<file path="src/pll_cfg_pkg.sv">
// register map and constants for the pll ratio and bandwidth configuration
package pll_cfg_pkg;
   // register indices; byte address is four times the index
   localparam logic [5:0] IDX_ENABLE1 = 6'h03;
   localparam logic [5:0] IDX_GLOBAL = 6'h05;
   localparam logic [5:0] IDX_RATIO0 = 6'h06;
   localparam logic [5:0] IDX_RATIO1 = 6'h07;
   localparam logic [5:0] IDX_RATIO2 = 6'h08;
   localparam logic [5:0] IDX_RATIO3 = 6'h09;
   localparam logic [5:0] IDX_FUNC1 = 6'h16;
   localparam logic [5:0] IDX_FUNC2 = 6'h17;
   localparam logic [5:0] IDX_BW = 6'h1e;
   localparam logic [5:0] IDX_STATUS = 6'h20;
   // field positions
   localparam int EN1_BIT = 0;
   localparam int EN2_BIT = 0;
   localparam int EN3_BIT = 4;
   localparam int FMT_BIT = 3;
   localparam int BW_LSB = 4;
   localparam int BW_W = 3;
   localparam int ST_RUN_BIT = 0;
   localparam int ST_LOCK_BIT = 1;
   // reset values
   localparam logic [31:0] RATIO_RST = 32'h0000_0000;
   localparam logic [2:0] BW_RST = 3'h0;
   localparam logic FMT_RST = 1'b0;
   localparam logic EN_RST = 1'b0;
   // ratio format codes
   localparam logic FMT_20_12 = 1'b0;
   localparam logic FMT_12_20 = 1'b1;
   // axi responses
   localparam logic [1:0] RESP_OKAY = 2'h0;
   localparam logic [1:0] RESP_SLVERR = 2'h2;
endpackage : pll_cfg_pkg

</file>
<file path="src/pll_cfg_top.sv">
// axi4-lite configuration block for ratio format and loop bandwidth
`timescale 1ns/100ps
module pll_cfg_top
   import pll_cfg_pkg::*;
#(
   parameter int AW = 8
) (
   input wire logic CLK_SYS_I, // system clock
   input wire logic RST_N_I, // async reset, active low
   input wire logic [AW-1:0] S_AXI_AWADDR_I, // write address
   input wire logic S_AXI_AWVALID_I, // write address valid
   output logic S_AXI_AWREADY_O, // write address ready
   input wire logic [31:0] S_AXI_WDATA_I, // write data
   input wire logic [3:0] S_AXI_WSTRB_I, // write strobes
   input wire logic S_AXI_WVALID_I, // write data valid
   output logic S_AXI_WREADY_O, // write data ready
   output logic [1:0] S_AXI_BRESP_O, // write response
   output logic S_AXI_BVALID_O, // write response valid
   input wire logic S_AXI_BREADY_I, // write response ready
   input wire logic [AW-1:0] S_AXI_ARADDR_I, // read address
   input wire logic S_AXI_ARVALID_I, // read address valid
   output logic S_AXI_ARREADY_O, // read address ready
   output logic [31:0] S_AXI_RDATA_O, // read data
   output logic [1:0] S_AXI_RRESP_O, // read response
   output logic S_AXI_RVALID_O, // read data valid
   input wire logic S_AXI_RREADY_I, // read data ready
   input wire logic PLL_LOCK_I, // lock flag from the loop core
   output logic RUN_O, // normal operation allowed
   output logic RATIO_FMT_O, // ratio format in use
   output logic [19:0] RATIO_INT_O, // ratio integer part
   output logic [19:0] RATIO_FRAC_O, // ratio fraction, left aligned
   output logic [2:0] LOOP_BW_CODE_O, // applied bandwidth code
   output logic [7:0] MIN_BW_HZ_O // applied minimum bandwidth in Hz
);
   // ---------------------------------------------------------------
   // bus slave state
   // ---------------------------------------------------------------
   logic awready_q, awready_d, wready_q, wready_d;
   logic aw_full_q, aw_full_d, w_full_q, w_full_d;
   logic [AW-1:0] waddr_q, waddr_d, raddr;
   logic [7:0] wdata_q, wdata_d;
   logic wstb_q, wstb_d;
   logic bvalid_q, bvalid_d, rvalid_q, rvalid_d;
   logic arready_q, arready_d;
   logic [1:0] bresp_q, bresp_d, rresp_q, rresp_d;
   logic [31:0] rdata_q, rdata_d;
   logic aw_fire, w_fire, ar_fire, wr_en, wr_ok, rd_ok;
   logic [5:0] widx, ridx;

   // ---------------------------------------------------------------
   // configuration state
   // ---------------------------------------------------------------
   logic en1_q, en1_d, en2_q, en2_d, en3_q, en3_d;
   logic fmt_q, fmt_d, run_q, run_d, lock_q;
   logic [2:0] bw_q, bw_d, applied_q, applied_d;
   logic [7:0] hz_q, hz_d;
   logic [31:0] ratio_q, ratio_d;
   logic fmt_out_q;
   logic [19:0] int_q, frac_q, int_c, frac_c;

   function automatic logic idx_mapped(input logic [5:0] idx);
      unique case (idx)
         IDX_ENABLE1, IDX_GLOBAL, IDX_RATIO0, IDX_RATIO1, IDX_RATIO2,
         IDX_RATIO3, IDX_FUNC1, IDX_FUNC2, IDX_BW: idx_mapped = 1'b1;
         default: idx_mapped = 1'b0;
      endcase
   endfunction : idx_mapped

   assign aw_fire = S_AXI_AWVALID_I & awready_q;
   assign w_fire = S_AXI_WVALID_I & wready_q;
   assign ar_fire = S_AXI_ARVALID_I & arready_q;
   assign raddr = S_AXI_ARADDR_I;
   assign widx = waddr_d[7:2];
   assign ridx = raddr[7:2];
   assign wr_ok = idx_mapped(widx);
   assign rd_ok = idx_mapped(ridx) | (ridx == IDX_STATUS);

   // ---------------------------------------------------------------
   // axi4-lite handshakes
   // ---------------------------------------------------------------
   // address and data are taken in either order; the write commits when
   // both are held, so a late strobe never lands on a stale address
   always_comb begin
      waddr_d = aw_fire ? S_AXI_AWADDR_I : waddr_q;
      wdata_d = w_fire ? S_AXI_WDATA_I[7:0] : wdata_q;
      wstb_d = w_fire ? S_AXI_WSTRB_I[0] : wstb_q;
      aw_full_d = aw_full_q | aw_fire;
      w_full_d = w_full_q | w_fire;
      wr_en = aw_full_d & w_full_d & ~bvalid_q;
      bresp_d = bresp_q;
      bvalid_d = bvalid_q & ~S_AXI_BREADY_I;
      if (wr_en) begin
         aw_full_d = 1'b0;
         w_full_d = 1'b0;
         bvalid_d = 1'b1;
         bresp_d = wr_ok ? RESP_OKAY : RESP_SLVERR;
      end
      awready_d = ~aw_full_d & ~bvalid_d;
      wready_d = ~w_full_d & ~bvalid_d;
      rvalid_d = rvalid_q & ~S_AXI_RREADY_I;
      rdata_d = rdata_q;
      rresp_d = rresp_q;
      if (ar_fire) begin
         rvalid_d = 1'b1;
         rresp_d = rd_ok ? RESP_OKAY : RESP_SLVERR;
         unique case (ridx)
            IDX_ENABLE1: rdata_d = 32'(en1_q) << EN1_BIT;
            IDX_GLOBAL: rdata_d = 32'(en2_q) << EN2_BIT;
            IDX_RATIO0: rdata_d = {24'h000000, ratio_q[31:24]};
            IDX_RATIO1: rdata_d = {24'h000000, ratio_q[23:16]};
            IDX_RATIO2: rdata_d = {24'h000000, ratio_q[15:8]};
            IDX_RATIO3: rdata_d = {24'h000000, ratio_q[7:0]};
            IDX_FUNC1: rdata_d = 32'(en3_q) << EN3_BIT;
            IDX_FUNC2: rdata_d = 32'(fmt_q) << FMT_BIT;
            IDX_BW: rdata_d = 32'(bw_q) << BW_LSB;
            IDX_STATUS: rdata_d = (32'(applied_q) << BW_LSB)
               | (32'(lock_q) << ST_LOCK_BIT) | (32'(run_q) << ST_RUN_BIT);
            default: rdata_d = 32'h0000_0000;
         endcase
      end
      arready_d = ~rvalid_d;
   end

   always_ff @(posedge CLK_SYS_I or negedge RST_N_I) begin
      if (!RST_N_I) begin
         awready_q <= 1'b0;
         wready_q <= 1'b0;
         aw_full_q <= 1'b0;
         w_full_q <= 1'b0;
         waddr_q <= '0;
         wdata_q <= 8'h00;
         wstb_q <= 1'b0;
         bvalid_q <= 1'b0;
         bresp_q <= RESP_OKAY;
         arready_q <= 1'b0;
         rvalid_q <= 1'b0;
         rresp_q <= RESP_OKAY;
         rdata_q <= 32'h0000_0000;
      end else begin
         awready_q <= awready_d;
         wready_q <= wready_d;
         aw_full_q <= aw_full_d;
         w_full_q <= w_full_d;
         waddr_q <= waddr_d;
         wdata_q <= wdata_d;
         wstb_q <= wstb_d;
         bvalid_q <= bvalid_d;
         bresp_q <= bresp_d;
         arready_q <= arready_d;
         rvalid_q <= rvalid_d;
         rresp_q <= rresp_d;
         rdata_q <= rdata_d;
      end
   end

   // ---------------------------------------------------------------
   // configuration registers and bandwidth latch
   // ---------------------------------------------------------------
   always_comb begin
      en1_d = en1_q;
      en2_d = en2_q;
      en3_d = en3_q;
      fmt_d = fmt_q;
      bw_d = bw_q;
      ratio_d = ratio_q;
      if (wr_en && wstb_d) begin
         unique case (widx)
            IDX_ENABLE1: en1_d = wdata_d[EN1_BIT];
            IDX_GLOBAL: en2_d = wdata_d[EN2_BIT];
            IDX_RATIO0: ratio_d[31:24] = wdata_d;
            IDX_RATIO1: ratio_d[23:16] = wdata_d;
            IDX_RATIO2: ratio_d[15:8] = wdata_d;
            IDX_RATIO3: ratio_d[7:0] = wdata_d;
            IDX_FUNC1: en3_d = wdata_d[EN3_BIT];
            IDX_FUNC2: fmt_d = wdata_d[FMT_BIT];
            IDX_BW: bw_d = wdata_d[BW_LSB +: BW_W];
            default: ;
         endcase
      end
      run_d = en1_q & en2_q & en3_q;
      // new codes only reach the loop filter while unlocked; once lock is
      // seen the code captured just before it stays until lock drops
      applied_d = lock_q ? applied_q : bw_q;
      hz_d = 8'h01 << applied_d;
   end

   ratio_decode #(
      .RW(32)
   ) u_ratio_decode (
      .ratio_i(ratio_q),
      .fmt_i(fmt_q),
      .int_o(int_c),
      .frac_o(frac_c)
   );

   always_ff @(posedge CLK_SYS_I or negedge RST_N_I) begin
      if (!RST_N_I) begin
         en1_q <= EN_RST;
         en2_q <= EN_RST;
         en3_q <= EN_RST;
         fmt_q <= FMT_RST;
         bw_q <= BW_RST;
         ratio_q <= RATIO_RST;
         run_q <= 1'b0;
         lock_q <= 1'b0;
         applied_q <= BW_RST;
         hz_q <= 8'h01;
         fmt_out_q <= FMT_RST;
         int_q <= 20'h00000;
         frac_q <= 20'h00000;
      end else begin
         en1_q <= en1_d;
         en2_q <= en2_d;
         en3_q <= en3_d;
         fmt_q <= fmt_d;
         bw_q <= bw_d;
         ratio_q <= ratio_d;
         run_q <= run_d;
         lock_q <= PLL_LOCK_I;
         applied_q <= applied_d;
         hz_q <= hz_d;
         fmt_out_q <= fmt_q;
         int_q <= int_c;
         frac_q <= frac_c;
      end
   end

   assign S_AXI_AWREADY_O = awready_q;
   assign S_AXI_WREADY_O = wready_q;
   assign S_AXI_BVALID_O = bvalid_q;
   assign S_AXI_BRESP_O = bresp_q;
   assign S_AXI_ARREADY_O = arready_q;
   assign S_AXI_RVALID_O = rvalid_q;
   assign S_AXI_RRESP_O = rresp_q;
   assign S_AXI_RDATA_O = rdata_q;
   assign RUN_O = run_q;
   assign RATIO_FMT_O = fmt_out_q;
   assign RATIO_INT_O = int_q;
   assign RATIO_FRAC_O = frac_q;
   assign LOOP_BW_CODE_O = applied_q;
   assign MIN_BW_HZ_O = hz_q;
endmodule : pll_cfg_top

</file>
<file path="src/ratio_decode.sv">
// splits the 32-bit ratio into integer and fraction per format
`timescale 1ns/100ps
module ratio_decode
   import pll_cfg_pkg::*;
#(
   parameter int RW = 32
) (
   input wire logic [RW-1:0] ratio_i, // raw ratio value
   input wire logic fmt_i, // format select
   output logic [19:0] int_o, // integer part, right aligned
   output logic [19:0] frac_o // fraction part, left aligned
);
   always_comb begin
      if (fmt_i == FMT_12_20) begin
         int_o = {8'h00, ratio_i[31:20]};
         frac_o = ratio_i[19:0];
      end else begin
         int_o = ratio_i[31:12];
         frac_o = {ratio_i[11:0], 8'h00};
      end
   end
endmodule : ratio_decode

</file>
<file path="config.mk">
export PLATFORM = sky130hd
export DESIGN_NAME = pll_cfg_top
export DESIGN_NICKNAME = d
export VERILOG_FILES = /design/src/pll_cfg_pkg.sv /design/src/pll_cfg_top.sv /design/src/ratio_decode.sv
export SDC_FILE = /design/constraint.sdc
export NUM_CORES = 1
export LEC_CHECK = 0
export ABC_AREA = 1
export BUFFER_PORTS_ARGS = -buffer_cell sky130_fd_sc_hd__buf_2
export CORE_ASPECT_RATIO = 1.75
export CORE_MARGIN = 2
export CORE_UTILIZATION = 49
export DETAILED_ROUTE_END_ITERATION = 8
export GPL_TIMING_DRIVEN = 1
export PLACE_DENSITY = 0.82
export SYNTH_ARGS = -nofsm -noshare
export SYNTH_HDL_FRONTEND = slang
export SYNTH_SLANG_ARGS = --single-unit
</file>
<file path="constraint.sdc">
create_clock -name CLK_SYS_I -period 2.86 [get_ports CLK_SYS_I]
set_input_delay 0.143 -clock CLK_SYS_I [delete_from_list [all_inputs] [get_ports CLK_SYS_I]]
set_output_delay 0.143 -clock CLK_SYS_I [all_outputs]
set_load 0.03 [all_outputs]
</file>
==> impl_metrics.csv <==
group,metric,value,unit
run_status,status,"completed",
routing,routed_wl,13000,microns
yosys,netlist_instances,635,
global_routing,grt_pass1_wl,21000,microns
final_layout,fill_cells,941,
sta,layout_worst_path_cycle_share,0.702,
yosys,postSynth.asyncResetShare,1.00,
floorplan,die_width,84.4,microns
yosys,synth.ff_latch_count,125,
sta,setup-tns-final,0,ns
power_and_ir_drop,pwr_density_cell,1060,nW/um^2
sta,setup_violations,0,
sta,rsz0062_at_grt,"no",
final_layout,sequential_cell_area,3130,sq um
job,cap_viol_max_count,0,
final_layout,finish.net_count,802,
routing,routedWlPerCell,14.6,microns
power_and_ir_drop,max-vdd-ir-drop,0.000680,V
min_path,timing.hold.worst.class,"input port to register",
final_layout,diode_count,0,
worst_setup_path,critPathArrivalTime,2.30,ns
routing,antenna_left,0,
sta,report.final.hold_viol_count,0,
final_layout,final_std_cells_w_o_fill,887,
worst_setup_path,critical_path.max_fanout,16,
final_layout,multiInputGateArea,1910,sq um
power_and_ir_drop,cellLeakagePower,3.60,nW
yosys,post-synth-top-area-fraction,0.560,
clock_tree,tritoncts,"done",
worst_setup_path,highest_delay_cell_along_the_critical_path,"sky130_fd_sc_hd__nand3_2",
sta,clock_skew,0.00768,ns
yosys,synth-edff-count,0,
floorplan,core_region_area,11100,sq um
floorplan,start_util,0.499,
place,place.gp.congestion,0.929,
clock_tree,numCtsBuffers,17,
clock_tree,clock-root-buffer,"sky130_fd_sc_hd__clkbuf_16",
yosys,yosys_warnings,0,
sta,worst_pin_slew,0.628,ns
yosys,post_synth_most_frequent_cells,"183 x sky130_fd_sc_hd__nand2_1, 124 x sky130_fd_sc_hd__dfrtp_1, 78 x sky130_fd_sc_hd__inv_1, 59 x sky130_fd_sc_hd__nor2_1, 58 x sky130_fd_sc_hd__o21ai_0",
sta,timing_max_transition_violations_final,0,
global_routing,maximum_number_of_pins_on_one_net_before_global_route_repair,126,
floorplan,die_area,12200,sq um
worst_setup_path,cp_common_cell,"sky130_fd_sc_hd__nand2_1",
clock_tree,clk_pin_slew,0.05,ns
worst_setup_path,timing.setup.critical_path_class,"register to register",
routing,via_per_inst,4.97,
routing,first_pass_iters,5,
routing,initialDrtViolationCount,332,
global_routing,overflow,0,
global_routing,grt_antenna_before_repair,0,
sta,final_critical_path_setup_slack,0.854,ns
place,preCtsSetupSlack,0.847,ns
yosys,synth_ff_type,"sky130_fd_sc_hd__dfrtp_1",
worst_setup_path,timing.critical_path.cells,"nand2_1, o21ai_0, nor2_4, nand3_2, nand2_1, o21ai_2",
power_and_ir_drop,post-layout-total-power,7.10,mW
clock_tree,cts_setup_buffers,0,
sta,min_period,2.01,ns
final_layout,syn_to_final_growth,21.4,%
final_layout,postLayoutCellArea,6730,sq um
worst_setup_path,cpLargestDelayFamily,"simple AND/OR/NAND/NOR gates",
floorplan,placementRows,51,
yosys,synth_area_per_cell,8.73,sq um
yosys,cell_type_contributing_the_most_total_cell_area_after_synthesis,"sky130_fd_sc_hd__dfrtp_1",
clock_tree,htree_levels,4,
worst_setup_path,worst_setup_path_end_kind,"register",
clock_tree,clockBufferDepth,2,
global_routing,grtUsageTotal,0.225,
floorplan,ioPinCount,154,
routing,residual_drc_count,0,
clock_tree,resize_count_post_cts,0,
worst_setup_path,regToRegSetupSlack,0.85,ns
yosys,post_synth_num_cell_types,30,
sta,achievable-frequency,498,MHz
worst_setup_path,slowest_delay,0.38,ns
global_routing,first_global_vias,4299,
clock_tree,cts.sinks,125,
place,placement.cell_area,6040,sq um
sta,max-slew-margin-rel,0.581,
floorplan,die_y,145,microns
yosys,synth-seq-area-share,0.565,
yosys,post-synth-top-count-cell,"sky130_fd_sc_hd__nand2_1",
place,dp.cells,851,
worst_setup_path,startpoint_type,"register",
yosys,leading_post_synthesis_cells_by_cell_area,"sky130_fd_sc_hd__dfrtp_1 56%, sky130_fd_sc_hd__nand2_1 12%, sky130_fd_sc_hd__inv_1 5.3%",
clock_tree,clk-insertion-delay-late,0.42,ns
worst_setup_path,path_buf_inv,0,
place,detailed_place_hpwl,9110,microns
final_layout,final_layout_size_suffix_gt1_frac,0.216,
yosys,synth.cell_area,5540,sq um
place,place.port_buffers,96,
worst_setup_path,cp.required,3.16,ns
routing,routed_via_count,4411,
-- cell usage in the layout, fill, tap and decap left out, drive strengths merged, types with 7 or more instances in the layout --
cell    Yosys  layout
clkbuf      7      21
nand2     191     191
and2        7       7
inv        80      80
a21oi       8       8
buf        34     100
dfrtp     124     124
o21ai      78      78
nor2       66      66
nand4      10      10
nand3      23      23
conb        1      26
-- registers in the layout (all words and copies together) (netlist names), 6 cells and up --
name / flops
wdata_q: 8
waddr_q: 6
RATIO_INT_O: 20
S_AXI_RDATA_O: 8
ratio_q: 32
MIN_BW_HZ_O: 8
RATIO_FRAC_O: 20
-- metrics by stage --
step,utilization,hold slack [ns]
global placement,0.544,0.251
CTS,0.606,0.0194
floorplan,-,-0.153
detailed placement,0.544,0.253
global route,0.606,0.0385
finish,0.606,0.0233
-- metal layers --
| metal | part of all wire | wire (microns) | up-vias | GRT usage |
|---|---|---|---|---|
| met3 | 0.056 | 729 | 34 | 0.0493 |
| met1 | 0.37 | 4790 | 2050 | 0.244 |
| met5 | 0 | 0 | - | 0 |
| met4 | 0.037 | 485 | 0 | 0.124 |
| li1 | - | - | 2137 | - |
| met2 | 0.54 | 6970 | 190 | 0.405 |
-- final timing paths --
check / from / end / depth (start not counted)
max: S_AXI_WREADY_O / ratio_q[4] / 6
min: S_AXI_AWADDR_I[4] / waddr_q[4] / 3
max reg2reg: S_AXI_WREADY_O / ratio_q[4] / 6
min reg2reg: S_AXI_RVALID_O / S_AXI_ARREADY_O / 1
max in group asynchronous: RST_N_I / fmt_q / 3
min in group asynchronous: RST_N_I / RATIO_FRAC_O[7] / 3
-- tightest hold or removal path, delay by kind of cell --
kind                   cells  cell delay [ns]
buffers and inverters      1             0.10
AND/OR/NAND/NOR            2             0.14
-- area by class of cell --
cell class              count  area share
clock buffers              21      0.0684
flip-flops and latches    125       0.465
multi-input cells         413       0.284
repair buffers            104      0.0841
well taps                 132      0.0245
clock inverters            11      0.0283
inverters                  81      0.0452
-- power breakdown --
part | internal, mW | switching (mW)
registers | 2.29 | 0.264
logic | 0.560 | 1.65
clock network | 1.59 | 0.755
total | 4.43 | 2.67
-- repair_timing --
| action | CTS | global route |
|---|---|---|
| hold buffers | 4 | 0 |
| hold endpoints to repair | 127 | 0 |
| endpoints found under the setup margin | 0 | 0 |
-- kinds of logic (layout without fill, tap and decap cells) --
group | after synthesis | count (layout) | synth area share
compound gates | 86 | 86 | 0.0871
buf+inv | 122 | 217 | 0.107
flops | 125 | 125 | 0.565
other cells | 1 | 26 | 0.000677
simple gates | 301 | 301 | 0.240
Power figures use the tool's default switching activity.
